--- src/pkg/ppsc_pkg.sv ---
// package: register map, field layout and constants of the power state control block
package ppsc_pkg;
  // register byte offsets
  localparam logic [7:0]  OFS_CTRL_STATUS = 8'hA4;
  localparam logic [7:0]  OFS_BRIDGE_EXT  = 8'hA6;
  localparam logic [7:0]  OFS_IRQ_STATUS  = 8'hB0;
  localparam logic [7:0]  OFS_IRQ_MASK    = 8'hB4;
  // control/status field positions
  localparam int          WAKE_STATUS_BIT = 15;
  localparam int          WAKE_ENABLE_BIT = 8;
  localparam int          STATE_LSB       = 0;
  // reset values and bridge extension bit positions
  localparam logic [15:0] CTRL_STATUS_RST = 16'h0000;
  localparam logic [7:0]  BRIDGE_EXT_RST  = 8'hC0;
  localparam int          BRIDGE_EN_BIT   = 7;
  localparam int          BRIDGE_SEL_BIT  = 6;
  // interrupt status bits
  localparam int          IRQ_WAKE_BIT    = 0;
  localparam int          IRQ_RESET_BIT   = 1;
  localparam int          IRQ_WIDTH       = 2;
  localparam logic [1:0]  IRQ_RST         = 2'h0;
  // power states
  typedef enum logic [1:0] {
    PPSC_D0 = 2'h0,
    PPSC_D1 = 2'h1,
    PPSC_D2 = 2'h2,
    PPSC_D3HOT = 2'h3
  } ppsc_state_t;
endpackage

--- src/rtl/ppsc_top.sv ---
// design: power state control/status registers with wake event and soft reset
//
// Added by the designer: the plain strobed port.
`timescale 1ns/1ps
`default_nettype none

// Functional notes
// soft reset leaves control/status intact
// D3hot to D0 resets standard registers
// soft reset spares vendor and PM registers
// wake event sets status regardless of enable
// writing one clears status, releases wake
// wake output only while enable bit set
// data scale and select read zero
// dynamic data wake enable reads zero
// reserved control bits read zero
// state field reads and writes power state
// bridge enable bit reads one
// disabled control leaves secondary bus alone
// select bit picks clock stop or power
// secondary action only when control enabled
// reserved bridge bits read zero
// one-shot soft reset on D3hot to D0
module ppsc_top (
  input  wire logic        clk,
  input  wire logic        sys_rst,
  input  wire logic [7:0]  reg_addr,
  input  wire logic [15:0] reg_wdata,
  input  wire logic        reg_wr,
  input  wire logic        reg_rd,
  output logic      [15:0] reg_rdata,
  input  wire logic        wake_event,
  output logic             wake_out,
  output logic             std_reg_reset,
  output logic             sec_clock_stop,
  output logic             sec_power_off,
  output logic      [1:0]  power_state,
  output logic             irq
);

  // ***************************************************************
  // register state
  // ***************************************************************
  logic [1:0]           state;
  logic                 wake_enable;
  logic                 wake_status;
  logic [ppsc_pkg::IRQ_WIDTH-1:0] irq_status;
  logic [ppsc_pkg::IRQ_WIDTH-1:0] irq_mask;
  logic                 wr_ctrl;
  logic                 wr_istat;
  logic                 wr_imask;
  logic                 leave_d3;
  logic [15:0]          next_rdata;
  logic [ppsc_pkg::IRQ_WIDTH-1:0] irq_events;

  // fixed bridge extension byte; both bits constant in this part
  localparam logic [7:0] BRIDGE_EXT = ppsc_pkg::BRIDGE_EXT_RST;
  localparam logic bridge_en  = BRIDGE_EXT[ppsc_pkg::BRIDGE_EN_BIT];
  localparam logic bridge_sel = BRIDGE_EXT[ppsc_pkg::BRIDGE_SEL_BIT];

  // address match, shared by every write decode
  function automatic logic addr_hit(input logic [7:0] addr, input logic [7:0] ofs);
    return addr == ofs;
  endfunction

  // write decode
  assign wr_ctrl  = reg_wr && addr_hit(reg_addr, ppsc_pkg::OFS_CTRL_STATUS);
  assign wr_istat = reg_wr && addr_hit(reg_addr, ppsc_pkg::OFS_IRQ_STATUS);
  assign wr_imask = reg_wr && addr_hit(reg_addr, ppsc_pkg::OFS_IRQ_MASK);
  // leaving D3hot for D0 by a state field write
  assign leave_d3 = wr_ctrl && (state == ppsc_pkg::PPSC_D3HOT)
                 && (reg_wdata[1:0] == ppsc_pkg::PPSC_D0);

  // ***************************************************************
  // control/status register
  // ***************************************************************
  // state field: sys_rst or a control write of D0 clears it, the soft reset never does
  always_ff @(posedge clk) begin
    if (sys_rst) begin
      state <= ppsc_pkg::CTRL_STATUS_RST[1:0];
    end else if (wr_ctrl) begin
      state <= reg_wdata[1:0];
    end
  end

  // enable bit, writable, untouched by the soft reset
  always_ff @(posedge clk) begin
    if (sys_rst) begin
      wake_enable <= ppsc_pkg::CTRL_STATUS_RST[ppsc_pkg::WAKE_ENABLE_BIT];
    end else if (wr_ctrl) begin
      wake_enable <= reg_wdata[ppsc_pkg::WAKE_ENABLE_BIT];
    end
  end

  // sticky status: set independent of enable, set wins over clear
  always_ff @(posedge clk) begin
    if (sys_rst) begin
      wake_status <= ppsc_pkg::CTRL_STATUS_RST[ppsc_pkg::WAKE_STATUS_BIT];
    end else if (wake_event) begin
      wake_status <= 1'b1;
    end else if (wr_ctrl && reg_wdata[ppsc_pkg::WAKE_STATUS_BIT]) begin
      wake_status <= 1'b0;
    end
  end

  // wake output follows status gated by enable; clearing status releases it
  always_ff @(posedge clk) begin
    if (sys_rst) begin
      wake_out <= 1'b0;
    end else begin
      wake_out <= wake_status && wake_enable;
    end
  end

  // ***************************************************************
  // soft reset and secondary bus control
  // ***************************************************************
  // one-cycle pulse to the standard register groups only
  always_ff @(posedge clk) begin
    if (sys_rst) begin
      std_reg_reset <= 1'b0;
    end else begin
      std_reg_reset <= leave_d3;
    end
  end

  // secondary action in D3hot; with control disabled nothing is touched
  always_ff @(posedge clk) begin
    if (sys_rst) begin
      sec_clock_stop <= 1'b0;
      sec_power_off  <= 1'b0;
      power_state    <= 2'h0;
    end else begin
      sec_clock_stop <= bridge_en && bridge_sel
                     && (state == ppsc_pkg::PPSC_D3HOT);
      sec_power_off  <= bridge_en && !bridge_sel
                     && (state == ppsc_pkg::PPSC_D3HOT);
      power_state    <= state;
    end
  end

  // ***************************************************************
  // interrupt status and mask
  // ***************************************************************
  assign irq_events = {leave_d3, wake_event};

  // sticky bits, write one to clear, a new event beats the clear
  always_ff @(posedge clk) begin
    if (sys_rst) begin
      irq_status <= ppsc_pkg::IRQ_RST;
    end else begin
      irq_status <= irq_events
                  | (irq_status & ~(wr_istat ? reg_wdata[1:0] : 2'h0));
    end
  end

  always_ff @(posedge clk) begin
    if (sys_rst) begin
      irq_mask <= ppsc_pkg::IRQ_RST;
    end else if (wr_imask) begin
      irq_mask <= reg_wdata[1:0];
    end
  end

  always_ff @(posedge clk) begin
    if (sys_rst) begin
      irq <= 1'b0;
    end else begin
      irq <= |(irq_status & irq_mask);
    end
  end

  // ***************************************************************
  // read path
  // ***************************************************************
  // constant control/status fields and reserved bits come back zero
  always_comb begin
    next_rdata = 16'h0000;
    case (reg_addr)
      ppsc_pkg::OFS_CTRL_STATUS: begin
        next_rdata[ppsc_pkg::WAKE_STATUS_BIT] = wake_status;
        next_rdata[ppsc_pkg::WAKE_ENABLE_BIT] = wake_enable;
        next_rdata[1:0] = state;
      end
      ppsc_pkg::OFS_BRIDGE_EXT: begin
        next_rdata[7:0] = BRIDGE_EXT;
      end
      ppsc_pkg::OFS_IRQ_STATUS: begin
        next_rdata[1:0] = irq_status;
      end
      ppsc_pkg::OFS_IRQ_MASK: begin
        next_rdata[1:0] = irq_mask;
      end
      default: begin
        next_rdata = 16'h0000;
      end
    endcase
  end

  // data valid only in the cycle after the read strobe
  always_ff @(posedge clk) begin
    if (sys_rst) begin
      reg_rdata <= 16'h0000;
    end else if (reg_rd) begin
      reg_rdata <= next_rdata;
    end else begin
      reg_rdata <= 16'h0000;
    end
  end

  // ***************************************************************
  // control/status checks
  // ***************************************************************
  // enable clear keeps the wake output quiet
  a_wake_gated: assert property (@(posedge clk) disable iff (sys_rst)
    !wake_enable |=> !wake_out)
    else $error("wake output while enable clear");

  // pending status with enable drives the wake output
  a_wake_follow: assert property (@(posedge clk) disable iff (sys_rst)
    wake_status && wake_enable |=> wake_out)
    else $error("wake output missing");

  // no pending status, no wake output
  a_wake_release: assert property (@(posedge clk) disable iff (sys_rst)
    !wake_status |=> !wake_out)
    else $error("wake output without status");

  // an event always lands in status
  a_status_set: assert property (@(posedge clk) disable iff (sys_rst)
    wake_event |=> wake_status)
    else $error("wake status not set by event");

  // status never sets without an event
  a_status_only: assert property (@(posedge clk) disable iff (sys_rst)
    !wake_status && !wake_event |=> !wake_status)
    else $error("wake status set without event");

  // status is sticky until software writes
  a_status_hold: assert property (@(posedge clk) disable iff (sys_rst)
    wake_status && !wr_ctrl |=> wake_status)
    else $error("wake status lost");

  // write one clears status, output follows a cycle later
  a_status_clear: assert property (@(posedge clk) disable iff (sys_rst)
    wr_ctrl && reg_wdata[ppsc_pkg::WAKE_STATUS_BIT] && !wake_event
      |=> !wake_status ##1 !wake_out)
    else $error("wake status not cleared");

  // write zero leaves status alone
  a_zero_keep: assert property (@(posedge clk) disable iff (sys_rst)
    wr_ctrl && !reg_wdata[ppsc_pkg::WAKE_STATUS_BIT] && !wake_event
      |=> wake_status == $past(wake_status))
    else $error("writing zero changed status");

  // enable bit takes the written value
  a_enable_write: assert property (@(posedge clk) disable iff (sys_rst)
    wr_ctrl |=> wake_enable == $past(reg_wdata[ppsc_pkg::WAKE_ENABLE_BIT]))
    else $error("enable not written");

  // enable bit moves only on a control write
  a_enable_hold: assert property (@(posedge clk) disable iff (sys_rst)
    !wr_ctrl |=> $stable(wake_enable))
    else $error("enable changed without write");

  // state takes the written code, output copy a cycle later
  a_state_write: assert property (@(posedge clk) disable iff (sys_rst)
    wr_ctrl |=> state == $past(reg_wdata[1:0])
      ##1 power_state == $past(reg_wdata[1:0], 2))
    else $error("state not written");

  // state moves only on a control write
  a_state_hold: assert property (@(posedge clk) disable iff (sys_rst)
    !wr_ctrl |=> $stable(state))
    else $error("state changed without write");

  // state output mirrors the field one cycle late
  a_power_mirror: assert property (@(posedge clk) disable iff (sys_rst)
    power_state == $past(state))
    else $error("state output wrong");

  // ***************************************************************
  // soft reset and secondary bus checks
  // ***************************************************************
  // leaving D3hot gives exactly one pulse
  a_reset_pulse: assert property (@(posedge clk) disable iff (sys_rst)
    wr_ctrl && state == ppsc_pkg::PPSC_D3HOT && reg_wdata[1:0] == ppsc_pkg::PPSC_D0
      |=> std_reg_reset ##1 !std_reg_reset)
    else $error("soft reset pulse wrong");

  // no pulse without the D3hot to D0 write
  a_pulse_cause: assert property (@(posedge clk) disable iff (sys_rst)
    !leave_d3 |=> !std_reg_reset)
    else $error("soft reset without cause");

  // control fields hold what the leaving write put there
  a_reset_keep: assert property (@(posedge clk) disable iff (sys_rst)
    std_reg_reset |-> state == ppsc_pkg::PPSC_D0
      && wake_enable == $past(reg_wdata[ppsc_pkg::WAKE_ENABLE_BIT]))
    else $error("soft reset disturbed control");

  // pending wake status survives the soft reset
  a_wake_survive: assert property (@(posedge clk) disable iff (sys_rst)
    leave_d3 && !reg_wdata[ppsc_pkg::WAKE_STATUS_BIT] && wake_status |=> wake_status)
    else $error("soft reset cleared wake status");

  // leaving write lands in D0
  a_leave_state: assert property (@(posedge clk) disable iff (sys_rst)
    leave_d3 |=> state == ppsc_pkg::PPSC_D0)
    else $error("not in D0 after leaving D3hot");

  // D3hot stops the secondary clock
  a_clock_stop: assert property (@(posedge clk) disable iff (sys_rst)
    state == ppsc_pkg::PPSC_D3HOT |=> sec_clock_stop && !sec_power_off)
    else $error("D3hot action wrong");

  // outside D3hot the secondary clock runs
  a_clock_run: assert property (@(posedge clk) disable iff (sys_rst)
    state != ppsc_pkg::PPSC_D3HOT |=> !sec_clock_stop)
    else $error("secondary clock stopped outside D3hot");

  // select bit set, so power is never removed
  a_power_kept: assert property (@(posedge clk) disable iff (sys_rst)
    !sec_power_off)
    else $error("secondary power removed");

  // ***************************************************************
  // read path and interrupt checks
  // ***************************************************************
  // data scale and select read zero
  a_ctrl_zeros: assert property (@(posedge clk) disable iff (sys_rst)
    $past(reg_rd) && $past(reg_addr) == ppsc_pkg::OFS_CTRL_STATUS
      |-> reg_rdata[14:9] == 6'h00 && reg_rdata[7:2] == 6'h00)
    else $error("constant control bits not zero");

  // dynamic data wake enable reads zero
  a_dyn_zero: assert property (@(posedge clk) disable iff (sys_rst)
    $past(reg_rd) && $past(reg_addr) == ppsc_pkg::OFS_CTRL_STATUS |-> !reg_rdata[4])
    else $error("dynamic data enable not zero");

  // reserved control bits read zero
  a_resv_zero: assert property (@(posedge clk) disable iff (sys_rst)
    $past(reg_rd) && $past(reg_addr) == ppsc_pkg::OFS_CTRL_STATUS
      |-> reg_rdata[7:5] == 3'h0 && reg_rdata[3:2] == 2'h0)
    else $error("reserved control bits not zero");

  // state field reads back the current state
  a_ctrl_read: assert property (@(posedge clk) disable iff (sys_rst)
    reg_rd && reg_addr == ppsc_pkg::OFS_CTRL_STATUS |=> reg_rdata[1:0] == $past(state))
    else $error("state read wrong");

  // status bit reads back pending wake
  a_status_read: assert property (@(posedge clk) disable iff (sys_rst)
    reg_rd && reg_addr == ppsc_pkg::OFS_CTRL_STATUS
      |=> reg_rdata[ppsc_pkg::WAKE_STATUS_BIT] == $past(wake_status))
    else $error("wake status read wrong");

  // bridge byte reads its fixed value
  a_bridge_read: assert property (@(posedge clk) disable iff (sys_rst)
    reg_rd && reg_addr == ppsc_pkg::OFS_BRIDGE_EXT |=> reg_rdata == 16'h00C0)
    else $error("bridge byte wrong");

  // select bit reads one: clock stop in D3hot
  a_select_read: assert property (@(posedge clk) disable iff (sys_rst)
    reg_rd && reg_addr == ppsc_pkg::OFS_BRIDGE_EXT |=> reg_rdata[6])
    else $error("select bit not one");

  // reserved bridge bits read zero
  a_bridge_resv: assert property (@(posedge clk) disable iff (sys_rst)
    reg_rd && reg_addr == ppsc_pkg::OFS_BRIDGE_EXT
      |=> reg_rdata[5:0] == 6'h00 && reg_rdata[15:8] == 8'h00)
    else $error("reserved bridge bits not zero");

  // wake event also lands in the interrupt status
  a_irq_wake: assert property (@(posedge clk) disable iff (sys_rst)
    wake_event |=> irq_status[ppsc_pkg::IRQ_WAKE_BIT])
    else $error("wake interrupt status not set");

  // soft reset lands in the interrupt status
  a_irq_soft: assert property (@(posedge clk) disable iff (sys_rst)
    leave_d3 |=> irq_status[ppsc_pkg::IRQ_RESET_BIT])
    else $error("soft reset interrupt status not set");

  // interrupt level follows masked status
  a_irq_level: assert property (@(posedge clk) disable iff (sys_rst)
    irq == $past(|(irq_status & irq_mask)))
    else $error("interrupt level wrong");

endmodule
`default_nettype wire

--- config.mk ---
export PLATFORM = sky130hd
export DESIGN_NAME = ppsc_top
export DESIGN_NICKNAME = d
export VERILOG_FILES = /design/src/pkg/ppsc_pkg.sv /design/src/rtl/ppsc_top.sv
export SDC_FILE = /design/constraint.sdc
export NUM_CORES = 1
export LEC_CHECK = 0
export ABC_CLOCK_PERIOD_IN_PS = 2100
export BUFFER_PORTS_ARGS = -buffer_cell sky130_fd_sc_hd__buf_2
export CORE_MARGIN = 4
export CORE_UTILIZATION = 42
export DETAILED_ROUTE_END_ITERATION = 8
export PLACE_DENSITY = 0.74
export SYNTH_ARGS = -nofsm -noshare
export SYNTH_HDL_FRONTEND = slang
export SYNTH_SLANG_ARGS = --single-unit
--- constraint.sdc ---
create_clock -name clk -period 2.1 [get_ports clk]
set_clock_uncertainty 0.15 [all_clocks]
set_input_delay 0.42 -clock clk [delete_from_list [all_inputs] [get_ports clk]]
set_output_delay 0.42 -clock clk [all_outputs]
set_load 0.01 [all_outputs]
# After elaboration in Yosys (flattened, before gate mapping)
# Cells that the tools add are included.
[classes]
eq_ne = 5
mux = 5
bitwise = 6
reduce_logical = 12
[ops]
columns = ["cell", "count"]
rows = [
  ["equality test 8 bit, second input constant", 4],
  ["logical AND 1 bit", 7],
  ["2-to-1 mux 6 bit", 1],
  ["one-hot mux 2 bit (3 select lines)", 1],
  ["AND 2 bit", 2],
  ["OR reduction 2 bit", 2],
  ["OR reduction 3 bit", 1],
  ["equality test 2 bit, second input constant", 1],
  ["logical NOT 2 bit", 1],
  ["2-to-1 mux 1 bit", 2],
  ["2-to-1 mux 2 bit", 1],
  ["inverter 1 bit", 2],
  ["inverter 2 bit", 1],
  ["bitwise OR 2 bit", 1],
  ["nonzero test 2 bit", 1],
]
[totals]
reg_bits = 30
in_bits = 29
output_inout_bits = 23
elab_cells = 41

# Depth between registers and ports, before layout
# Gate-level depths: netlist of the first run.
[depth]
ltp_word = 6
depth_mapped = 4
mapped_depth_nobuf = 3

# Least setup slack after synthesis of the first run
# OpenSTA, ideal clock, no wires.
[synth_path]
kind = "in2reg"
startpoint = "input reg_addr[1]"
endpoint = "register irq_mask[0] (netlist bit)"
setup_ps = 72
arrival_ps = 1456
required_time_ps = 1878
path_slack_ps = 423
cell_stages = 4
n_path_buf = 1
cell_sequence = "or4b_1 buf_2 nor3_4 mux2i_1"
[synth_between]
elab_chain_len = 2
[synth_rtl]
columns = ["item", "line_no", "text"]
rows = [
  ["start: declaration", "ppsc_top.sv:27", "input wire logic [7:0] reg_addr,"],
  ["equality test 8 bit", "ppsc_top.sv:63", "return addr == ofs;"],
  ["logical AND 1 bit", "ppsc_top.sv:69", "assign wr_imask = reg_wr && addr_hit(reg_addr, ppsc_pkg::OFS_IRQ_MASK);"],
  ["end signal: assignment", "ppsc_top.sv:159", "irq_mask <= ppsc_pkg::IRQ_RST;"],
  ["end signal: assignment", "ppsc_top.sv:161", "irq_mask <= reg_wdata[1:0];"],
  ["end: declaration", "ppsc_top.sv:48", "logic [ppsc_pkg::IRQ_WIDTH-1:0] irq_mask;"],
]
# No other way between the ends.
# A chain may end at the register's enable or synchronous reset.

# Worst setup path after layout of the first run
[layout_path]
startpoint = "input reg_addr[1]"
endpoint = "register state[0]"
[layout_between]
elab_chain_len = 2
[layout_rtl]
columns = ["item", "line_no", "text"]
rows = [
  ["equality test 8 bit", "ppsc_top.sv:63", ""],
  ["logical AND 1 bit", "ppsc_top.sv:67", "assign wr_ctrl = reg_wr && addr_hit(reg_addr, ppsc_pkg::OFS_CTRL_STATUS);"],
  ["end signal: assignment", "ppsc_top.sv:80", "state <= ppsc_pkg::CTRL_STATUS_RST[1:0];"],
  ["end signal: assignment", "ppsc_top.sv:82", "state <= reg_wdata[1:0];"],
  ["end: declaration", "ppsc_top.sv:44", "logic [1:0] state;"],
]
# No other way between the ends.

==> qor.txt, run 1 <==
Arrival @ worst endpoint -> 1730 ps
Tot GR Track Use -> 13.2%
Crit share post-route -> 78.1%
Area Overhead vs Synth -> 16.2%
Row cnt -> 16
Register area share after synthesis -> 42.7%
Startpoint types -> input port
Cell Area, Synth -> 891 sq um
Routed wire length -> 1.78 mm
Type of the tightest min-delay check -> in2reg
Core area -> 0.00198 sq mm
Post-CTS sizing -> 0
PortBufs -> 28
Initial DRC Count -> 19
Antenna violations before repair -> 0
Worst hold endpoint -> wake_status
Yosys warning total -> 0
Die width -> 54.1 um
Clock Tree Root -> clkbuf_4
Avg Inst Size Synth -> 9.38 sq um
Worst path cell trace -> buf_2 -> or4b_1 -> nor4_1 -> a21o_1
Worst endpoint required time -> 2190 ps
Tmin final -> 1640 ps
Final hold violations -> 0
Routed len/inst -> 11.9 um
DR vias/cell -> 4.93
CTS Sinks -> 19
HPWL after DPL -> 1.41 mm
Clock Pin Slew Worst Setup and Hold Paths -> 110 ps
Area of the die -> 0.00292 sq mm
HP Start -> reg_wdata[15]
Max-cap violations -> 0
Crit path buf inv count -> 1
CP delay by family, top -> simple AND/OR/NAND/NOR gates
ANT cells -> 0
Share of layout cells above drive strength 1 -> 30.1%
Grt total ovfl -> 0
Die Ht -> 54.1 um
Max H-tree Level -> 1
Cell variety after synth -> 31
Hold Path Depth -> 2
Final Slew Violations -> 0
Critical Setup Path Class -> in2reg
Critical Path End Type -> register
Pwr dens -> 583 mW/mm^2
Register-to-register setup slack -> 1020 ps
First-pass GRT wire length -> 2.79 mm
RSZ-0062 raised after global routing -> false
Vias in the first global route -> 680
Slowest stage delay, CP -> 690 ps
Reg2reg path depth -> 3
GPL Wtd Cong -> 0.880
DR pass1 iterations -> 6
Area after DPL -> 0.00101 sq mm
Fmax -> 610 MHz
Setup_tns -> 0 ps
Design Area, Final -> 0.00103 sq mm
FF+latch count, synth -> 19
Slowest stage cell, crit path -> or4b_1
Latest clock arrival within the worst-skew pair -> 290 ps
CTS tree -> done
Residual DRC -> 0
Run status -> finished, final reports clean
Critical Path Fanout Max -> 6
Setup violations, final -> 0
Hold_buf cts -> 0
DR vias -> 739
Initial Util -> 44.9%
Gate Count Post-Synth -> 95
Peak supply drop -> 0.307 mV
Final nets -> 153
Io pins -> 52
CTS buffer count -> 3
Layout fillers -> 188
Post-route ant nets -> 0
Worst r2r src -> state[1]
P_leak -> 0.466 nW
Post-CTS Setup Repair Bufs -> 0
Pin count of the biggest net entering global routing -> 14
Clock Tree Buf Depth -> 2
R2r endpoint -> irq_status[1]
==> routing by layer <==
metal  share of wire [%]  track usage, %  routed length [um]
met2                  49            23.0                 867
met5                   0               0                   0
met3                 8.9            4.16                 158
met1                  40            14.5                 715
met4                 2.3            6.22                  41
==> metrics by stage <==
stage               power, mW  util [%]  instances  hold WS [ps]  setup slack, ps
finish                  0.603      52.2        150           174              460
global placement        0.430      50.8        146           286              165
detailed placement      0.432      50.8        146           289              154
CTS                     0.608      52.2        150           165              464
floorplan               0.421         -        105           267              423
global route            0.634      52.2        150           166              429
==> final cells by class <==
cell class	instances	area [sq um]	share of cell area (%)
well taps	27	33.8	3.26
multi-input cells	67	430	41.6
repair buffers	29	148	14.3
clock inverters	1	5.00	0.484
inverters	4	15.0	1.45
clock buffers	3	22.5	2.18
flip-flops and latches	19	380	36.8
==> how the worst max path moves through the flow <==
stage,start,to,depth (start not counted)
after floorplan,reg_addr[1],irq_mask[0],4
after global placement,reg_addr[1],state[0],4
after detailed placement,reg_addr[1],state[0],4
after CTS,reg_addr[1],state[0],4
after global routing,reg_addr[1],state[0],4
final,reg_addr[1],state[0],4
==> power by group <==
| group | switching, mW | internal [mW] | total (mW) | leakage, nW |
|---|---|---|---|---|
| registers | 0.00210 | 0.363 | 0.365 | 0.154 |
| clock network | 0.107 | 0.0707 | 0.178 | 0.0177 |
| logic | 0.0375 | 0.0227 | 0.0603 | 0.295 |
| total | 0.147 | 0.456 | 0.603 | 0.466 |
==> cell families after synthesis <==
logic type / synth area share [%]
simple gates: 29.2
flops: 42.7
buf+inv: 13.2
compound gates: 7.44
mux: 7.02
other cells: 0.421
==> sequential cells by signal, summed over array words and instances, names as in the netlist <==
name	cells
wake_out	1
wake_status	1
state	2
irq_mask	2
power_state	2
irq	1
std_reg_reset	1
reg_rdata	5
irq_status	2
wake_enable	1
sec_clock_stop	1
==> Yosys cell counts <==
| library cell | instances | area, sq um |
|---|---|---|
| conb_1 | 1 | 3.75 |
| nand2b_1 | 8 | 50.1 |
| nor4_1 | 2 | 12.5 |
| and4_1 | 1 | 8.76 |
| nor4b_1 | 1 | 8.76 |
| a21o_1 | 1 | 7.51 |
| a41oi_1 | 2 | 17.5 |
| nor3_4 | 1 | 16.3 |
| clkbuf_1 | 2 | 7.51 |
| nand3_1 | 3 | 15.0 |
| inv_1 | 4 | 15.0 |
| nand4_1 | 3 | 18.8 |
| nor2b_1 | 3 | 18.8 |
| nor3_1 | 3 | 15.0 |
| nand3b_1 | 1 | 7.51 |
| and2_1 | 2 | 12.5 |
| nand4b_1 | 1 | 8.76 |
| buf_4 | 12 | 90.1 |
| o21bai_1 | 2 | 15.0 |
| nand2_1 | 1 | 3.75 |
| or4b_1 | 1 | 10.0 |
| nor2_1 | 7 | 26.3 |
| dfxtp_1 | 19 | 380 |
| a22oi_1 | 1 | 7.51 |
| buf_2 | 1 | 5.00 |
| a21oi_1 | 2 | 10.0 |
| and3b_1 | 2 | 17.5 |
| a311oi_1 | 1 | 8.76 |
| nor3_2 | 1 | 10.0 |
| mux2i_1 | 4 | 40.0 |
| mux2_2 | 2 | 22.5 |
==> cells in the final DEF (no fill, tap or decap), types with 2 or more instances in the layout <==
master     n
buf_2     28
dfxtp_1   19
conb_1    11
nand2b_1   8
nor2_1     7
inv_1      4
mux2i_1    4
nor2b_1    3
nand3_1    3
nand4_1    3
nor3_1     3
clkbuf_4   3
and3b_1    2
and2_1     2
a41oi_1    2
o21bai_1   2
nor4_1     2
mux2_2     2
a21oi_1    2
No activity file was read; power rests on OpenSTA's default activity.
==> run 2, diff against run 1 <==
--- a/config.mk
+++ b/config.mk
@@ -5,7 +5,7 @@
 export SDC_FILE = /design/constraint.sdc
 export NUM_CORES = 1
 export LEC_CHECK = 0
-export ABC_CLOCK_PERIOD_IN_PS = 2100
+export ABC_CLOCK_PERIOD_IN_PS = 1600
 export BUFFER_PORTS_ARGS = -buffer_cell sky130_fd_sc_hd__buf_2
 export CORE_MARGIN = 4
 export CORE_UTILIZATION = 42
==> constraint.sdc (replaced) <==
create_clock -name clk -period 1.6 [get_ports clk]
set_clock_uncertainty 0.15 [all_clocks]
set_input_delay 0.32 -clock clk [delete_from_list [all_inputs] [get_ports clk]]
set_output_delay 0.32 -clock clk [all_outputs]
set_load 0.01 [all_outputs]
==> qor.txt, run 2 (synthesis gave the netlist of run 1 again) <==
Routed wire length -> 1.83 mm (was 1.78 mm)
Fmax -> 669 MHz
Pin count of the biggest net entering global routing -> 14 (unchanged)
P_leak -> 0.506 nW (was 0.466 nW)
Io pins -> 52 (unchanged)
Share of layout cells above drive strength 1 -> 34.4% (was 30.1%)
Post-CTS sizing -> 0 (unchanged)
Final setup margin -> 104 ps (was 460 ps)
Worst r2r src -> state[1] (unchanged)
Critical Path Fanout Max -> 4 (was 6)
Biggest register -> reg_rdata (unchanged)
Share of power burned in registers -> 59.6% (was 60.6%)
Initial Util -> 44.9% (unchanged)
Row cnt -> 16 (unchanged)
Critical Path End Type -> register (unchanged)
Clock Tree Buf Depth -> 2 (unchanged)
Worst endpoint required time -> 1690 ps (was 2190 ps)
Core area -> 0.00198 sq mm (unchanged)
Area Overhead vs Synth -> 22.9% (was 16.2%)
GPL Wtd Cong -> 0.867 (was 0.880)
Critical Setup Path Class -> in2reg (unchanged)
DR vias -> 749 (was 739)
Fin Hold WS -> 64.6 ps (was 174 ps)
Final hold violations -> 0 (unchanged)
HP Start -> reg_wdata[15] (unchanged)
Crit. Startpoint -> reg_addr[1] (unchanged)
Post-CTS Setup Repair Bufs -> 0 (unchanged)
Core Util, Final -> 55.2% (was 52.2%)
Die Ht -> 54.1 um (unchanged)
Clock Tree Root -> clkbuf_4 (unchanged)
DR pass1 iterations -> 4 (was 6)
Final Slew Violations -> 0 (unchanged)
Post-route ant nets -> 0 (unchanged)
Vias in the first global route -> 769 (was 680)
Max H-tree Level -> 1 (unchanged)
Pwr dens -> 734 mW/mm^2 (was 583 mW/mm^2)
Grt total ovfl -> 0 (unchanged)
Tot GR Track Use -> 14.8% (was 13.2%)
HPWL after DPL -> 1.45 mm (was 1.41 mm)
Hold_buf cts -> 0 (unchanged)
Die width -> 54.1 um (unchanged)
CTS tree -> done (unchanged)
Setup_tns -> 0 ps (unchanged)
Largest register FFs -> 5 (unchanged)
Int Pwr -> 0.609 mW (was 0.456 mW)
CTS Sinks -> 19 (unchanged)
Antenna violations before repair -> 0 (unchanged)
Initial DRC Count -> 11 (was 19)
Register-to-register setup slack -> 490 ps (was 1020 ps)
Area after DPL -> 0.00107 sq mm (was 0.00101 sq mm)
Setup violations, final -> 0 (unchanged)
Max-cap violations -> 0 (unchanged)
Sw Share -> 24.2% (was 24.3%)
Most common library cell in the layout ignoring fill and taps -> buf_2 (unchanged)
Startpoint types -> input port (unchanged)
Tmin final -> 1500 ps
DR vias/cell -> 4.74 (was 4.93)
Design Area, Final -> 0.00109 sq mm (was 0.00103 sq mm)
RSZ-0062 raised after global routing -> false (unchanged)
Comb pwr share -> 11.3% (was 10.0%)
Residual DRC -> 0 (unchanged)
Clk pwr share -> 29.1% (was 29.5%)
Clock Pin Slew Worst Setup and Hold Paths -> 100 ps (was 110 ps)
PortBufs -> 28 (unchanged)
CTS buffer count -> 3 (unchanged)
Latest clock arrival within the worst-skew pair -> 290 ps (about the same)
Routed len/inst -> 11.6 um (was 11.9 um)
Run status -> finished, final reports clean (unchanged)
Most frequent cells in the layout -> 28 x buf_2, 19 x dfxtp_1, 11 x conb_1 (unchanged)
First-pass GRT wire length -> 3.13 mm (was 2.79 mm)
Final nets -> 161 (was 153)
Crit share post-route -> 93.5%
Total net switching power -> 0.194 mW (was 0.147 mW)
Area of the die -> 0.00292 sq mm (unchanged)
ANT cells -> 0 (unchanged)
Peak supply drop -> 0.357 mV (was 0.307 mV)
Pre-CTS setup slack -> -201 ps (was 154 ps)
Type of the tightest min-delay check -> in2reg (unchanged)
Arrival @ worst endpoint -> 1590 ps (was 1730 ps)
## run 2: changes by cell type in the layout (fill, tap and decap cells not counted)
cell | before | now
buf_4 | 1 | 9
## run 2: layout make-up
cell class,count,area (sq um)
Fill cell,173,887
Clock inverter,1,5.00
Inverter,4,15.0
Clock buffer,3,22.5
Timing Repair Buffer,37,208
Multi-Input combinational cell,67,430
Tap cell,27,33.8
Sequential cell,19,380
## run 2: per-layer routing
metal	global-route usage (%)	part of all wire (%)
met5	0	0
met4	9.54	1.4
met3	3.88	7.2
met2	25.4	50
met1	15.8	42
## run 2: critical path: stages
cell	delay, ps
buf_2	110
or4b_1	660
nor4_1	390
a21o_1	120
## run 2: power by group through the flow
| stage | clock, mW | combinational, mW | sequential, mW |
|---|---|---|---|
| floorplan | 0 | 0.0628 | 0.489 |
| global placement | 0 | 0.0872 | 0.490 |
| detailed placement | 0 | 0.0890 | 0.490 |
| CTS | 0.245 | 0.0898 | 0.479 |
| global route | 0.274 | 0.101 | 0.479 |
| finish | 0.234 | 0.0908 | 0.479 |
## run 2: path summary, 6_finish.rpt
path	endpoint	depth (start not counted)
worst max-delay path	state[0]	4
worst min-delay path	wake_status	2
worst max register to register	irq_status[1]	3
worst min register to register	wake_out	2
## run 2: per-stage QoR
step | total power [mW] | std cells
finish | 0.803 | 158
detailed placement | 0.579 | 154
floorplan | 0.552 | 105
global placement | 0.577 | 154
CTS | 0.814 | 158
global route | 0.854 | 158
==> run 3, diff against run 2 <==
==> constraint.sdc (replaced) <==
create_clock -name clk -period 1.6 [get_ports clk]
set_clock_uncertainty 0.15 [all_clocks]
set_input_delay 0.32 -clock clk [delete_from_list [all_inputs] [get_ports clk]]
set_output_delay 0.32 -clock clk [all_outputs]
set_load 0.1 [all_outputs]
==> qor.txt, run 3 (synthesis gave the netlist of run 1 again) <==
Run status -> finished, final reports clean (unchanged)
Type of the tightest min-delay check -> in2reg (unchanged)
Gr busiest metal -> met2 (unchanged)
Fmax -> 644 MHz (was 669 MHz)
Grt total ovfl -> 0 (unchanged)
Worst endpoint required time -> 1690 ps (about the same)
Biggest register -> reg_rdata (unchanged)
Met3 Track Usage GR -> 3.32% (was 3.88%)
Routed len/inst -> 12.5 um (was 11.6 um)
Area of the die -> 0.00292 sq mm (unchanged)
Critical Path Fanout Max -> 5 (was 4)
Sw Share -> 32.9% (was 24.2%)
Total net switching power -> 0.298 mW (was 0.194 mW)
GPL Wtd Cong -> 0.872 (was 0.867)
Antenna violations before repair -> 0 (unchanged)
Share of layout cells above drive strength 1 -> 34.6% (was 34.4%)
Row cnt -> 16 (unchanged)
Peak supply drop -> 0.544 mV (was 0.357 mV)
Final hold violations -> 0 (unchanged)
HPWL after DPL -> 1.53 mm (was 1.45 mm)
Most frequent cells in the layout -> 28 x buf_2, 18 x dfxtp_1, 11 x conb_1 (was 28 x buf_2, 19 x dfxtp_1, 11 x conb_1)
Tmin final -> 1550 ps (was 1500 ps)
Max-cap violations -> 0 (unchanged)
Initial DRC Count -> 26 (was 11)
Comb pwr share -> 21.2% (was 11.3%)
Register area -> 382 sq um (was 380 sq um)
CTS tree -> done (unchanged)
Clock Pin Slew Worst Setup and Hold Paths -> 110 ps (was 100 ps)
Post-route ant nets -> 0 (unchanged)
Final Slew Violations -> 0 (unchanged)
Pwr dens -> 832 mW/mm^2 (was 734 mW/mm^2)
Final nets -> 160 (was 161)
Crit share post-route -> 97.1% (was 93.5%)
Area Overhead vs Synth -> 22.2% (was 22.9%)
Grt met2 use -> 28.6% (was 25.4%)
Post-CTS sizing -> 0 (unchanged)
Initial Util -> 44.9% (unchanged)
Startpoint types -> input port (unchanged)
DR vias/cell -> 4.91 (was 4.74)
CTS Sinks -> 19 (unchanged)
ANT cells -> 0 (unchanged)
Max H-tree Level -> 1 (unchanged)
Most common library cell in the layout ignoring fill and taps -> buf_2 (unchanged)
Setup_tns -> 0 ps (unchanged)
Clk pwr share -> 25.9% (was 29.1%)
PortBufs -> 28 (unchanged)
Multi-input logic area -> 430 sq um (unchanged)
Clock Tree Root -> clkbuf_4 (unchanged)
Vias in the first global route -> 724 (was 769)
Pin count of the biggest net entering global routing -> 14 (unchanged)
Largest register FFs -> 5 (unchanged)
Post-CTS Setup Repair Bufs -> 0 (unchanged)
Core area -> 0.00198 sq mm (unchanged)
Int Pwr -> 0.608 mW (was 0.609 mW)
CTS buffer count -> 3 (unchanged)
Residual DRC -> 0 (unchanged)
DR vias -> 771 (was 749)
Arrival @ worst endpoint -> 1650 ps (was 1590 ps)
Die Ht -> 54.1 um (unchanged)
Critical Path End Type -> register (unchanged)
Clock Tree Buf Depth -> 2 (unchanged)
Hold_buf cts -> 0 (unchanged)
Global routing usage on met1 -> 14.3% (was 15.8%)
Tot GR Track Use -> 14.8% (unchanged)
Io pins -> 52 (unchanged)
Critical Setup Path Class -> in2reg (unchanged)
P_leak -> 0.501 nW (was 0.506 nW)
Final setup margin -> 46.9 ps (was 104 ps)
RSZ-0062 raised after global routing -> false (unchanged)
Die width -> 54.1 um (unchanged)
Routed wire length -> 1.96 mm (was 1.83 mm)
Layout fillers -> 181 (was 173)
Share of power burned in registers -> 52.9% (was 59.6%)
Latest clock arrival within the worst-skew pair -> 290 ps (about the same)
First-pass GRT wire length -> 3.08 mm (was 3.13 mm)
Setup violations, final -> 0 (unchanged)
DR pass1 iterations -> 4 (unchanged)
Pre-CTS setup slack -> -185 ps (was -201 ps)
[run 3: cell count changes in the layout (fill, tap and decap cells not counted)]
cell and delta:
dfxtp_1 -1, dfxtp_2 +1, buf_4 -1
[run 3: per-stage QoR]
step	power, mW	util (%)	hold slack (ps)	std cells	area, sq um
after CTS	0.911	54.9	59.0	157	1090
after global routing	0.945	54.9	75.9	157	1090
final	0.906	54.9	60.5	157	1090
after detailed placement	0.680	53.5	294	153	1060
after floorplan	0.654	-	238	105	930
after global placement	0.677	53.5	274	153	1060
[run 3: worst max-delay path: stages]
cell    delay (ps)
buf_2          110
or4b_1         670
nor4_1         420
a21o_1         130
[run 3: power by group through the flow]
| stage | logic (mW) | registers [mW] | clock network, mW |
|---|---|---|---|
| 5_1_grt | 0.201 | 0.480 | 0.264 |
| 6_report | 0.192 | 0.479 | 0.235 |
| 3_5_place_dp | 0.190 | 0.490 | 0 |
| 3_3_place_gp | 0.187 | 0.490 | 0 |
| 4_1_cts | 0.190 | 0.479 | 0.242 |
| 2_1_floorplan | 0.164 | 0.490 | 0 |
[run 3: metal layers]
layer / vias to the layer above / wire length [um]
met5: - / 0
met4: 0 / 19
met3: 2 / 147
met2: 39 / 1050
met1: 349 / 743
li1: 381 / -
[run 3: worst paths after layout]
kind,startpoint,endpoint,slack (ps),cells past startpoint
hold reg to reg,wake_enable,reg_rdata[8],310,2
setup reg to reg,state[1],irq_status[1],520,3
hold / removal,reg_wdata[15],wake_status,60,2
setup / recovery,reg_addr[1],state[0],50,4
[run 3: final cells by class]
cell class | instances | share of cell area [%]
Multi-Input combinational cell | 67 | 39.5
Sequential cell | 19 | 35.1
Timing Repair Buffer | 36 | 18.4
Tap cell | 27 | 3.10
Clock buffer | 3 | 2.07
Inverter | 4 | 1.38
Clock inverter | 1 | 0.460
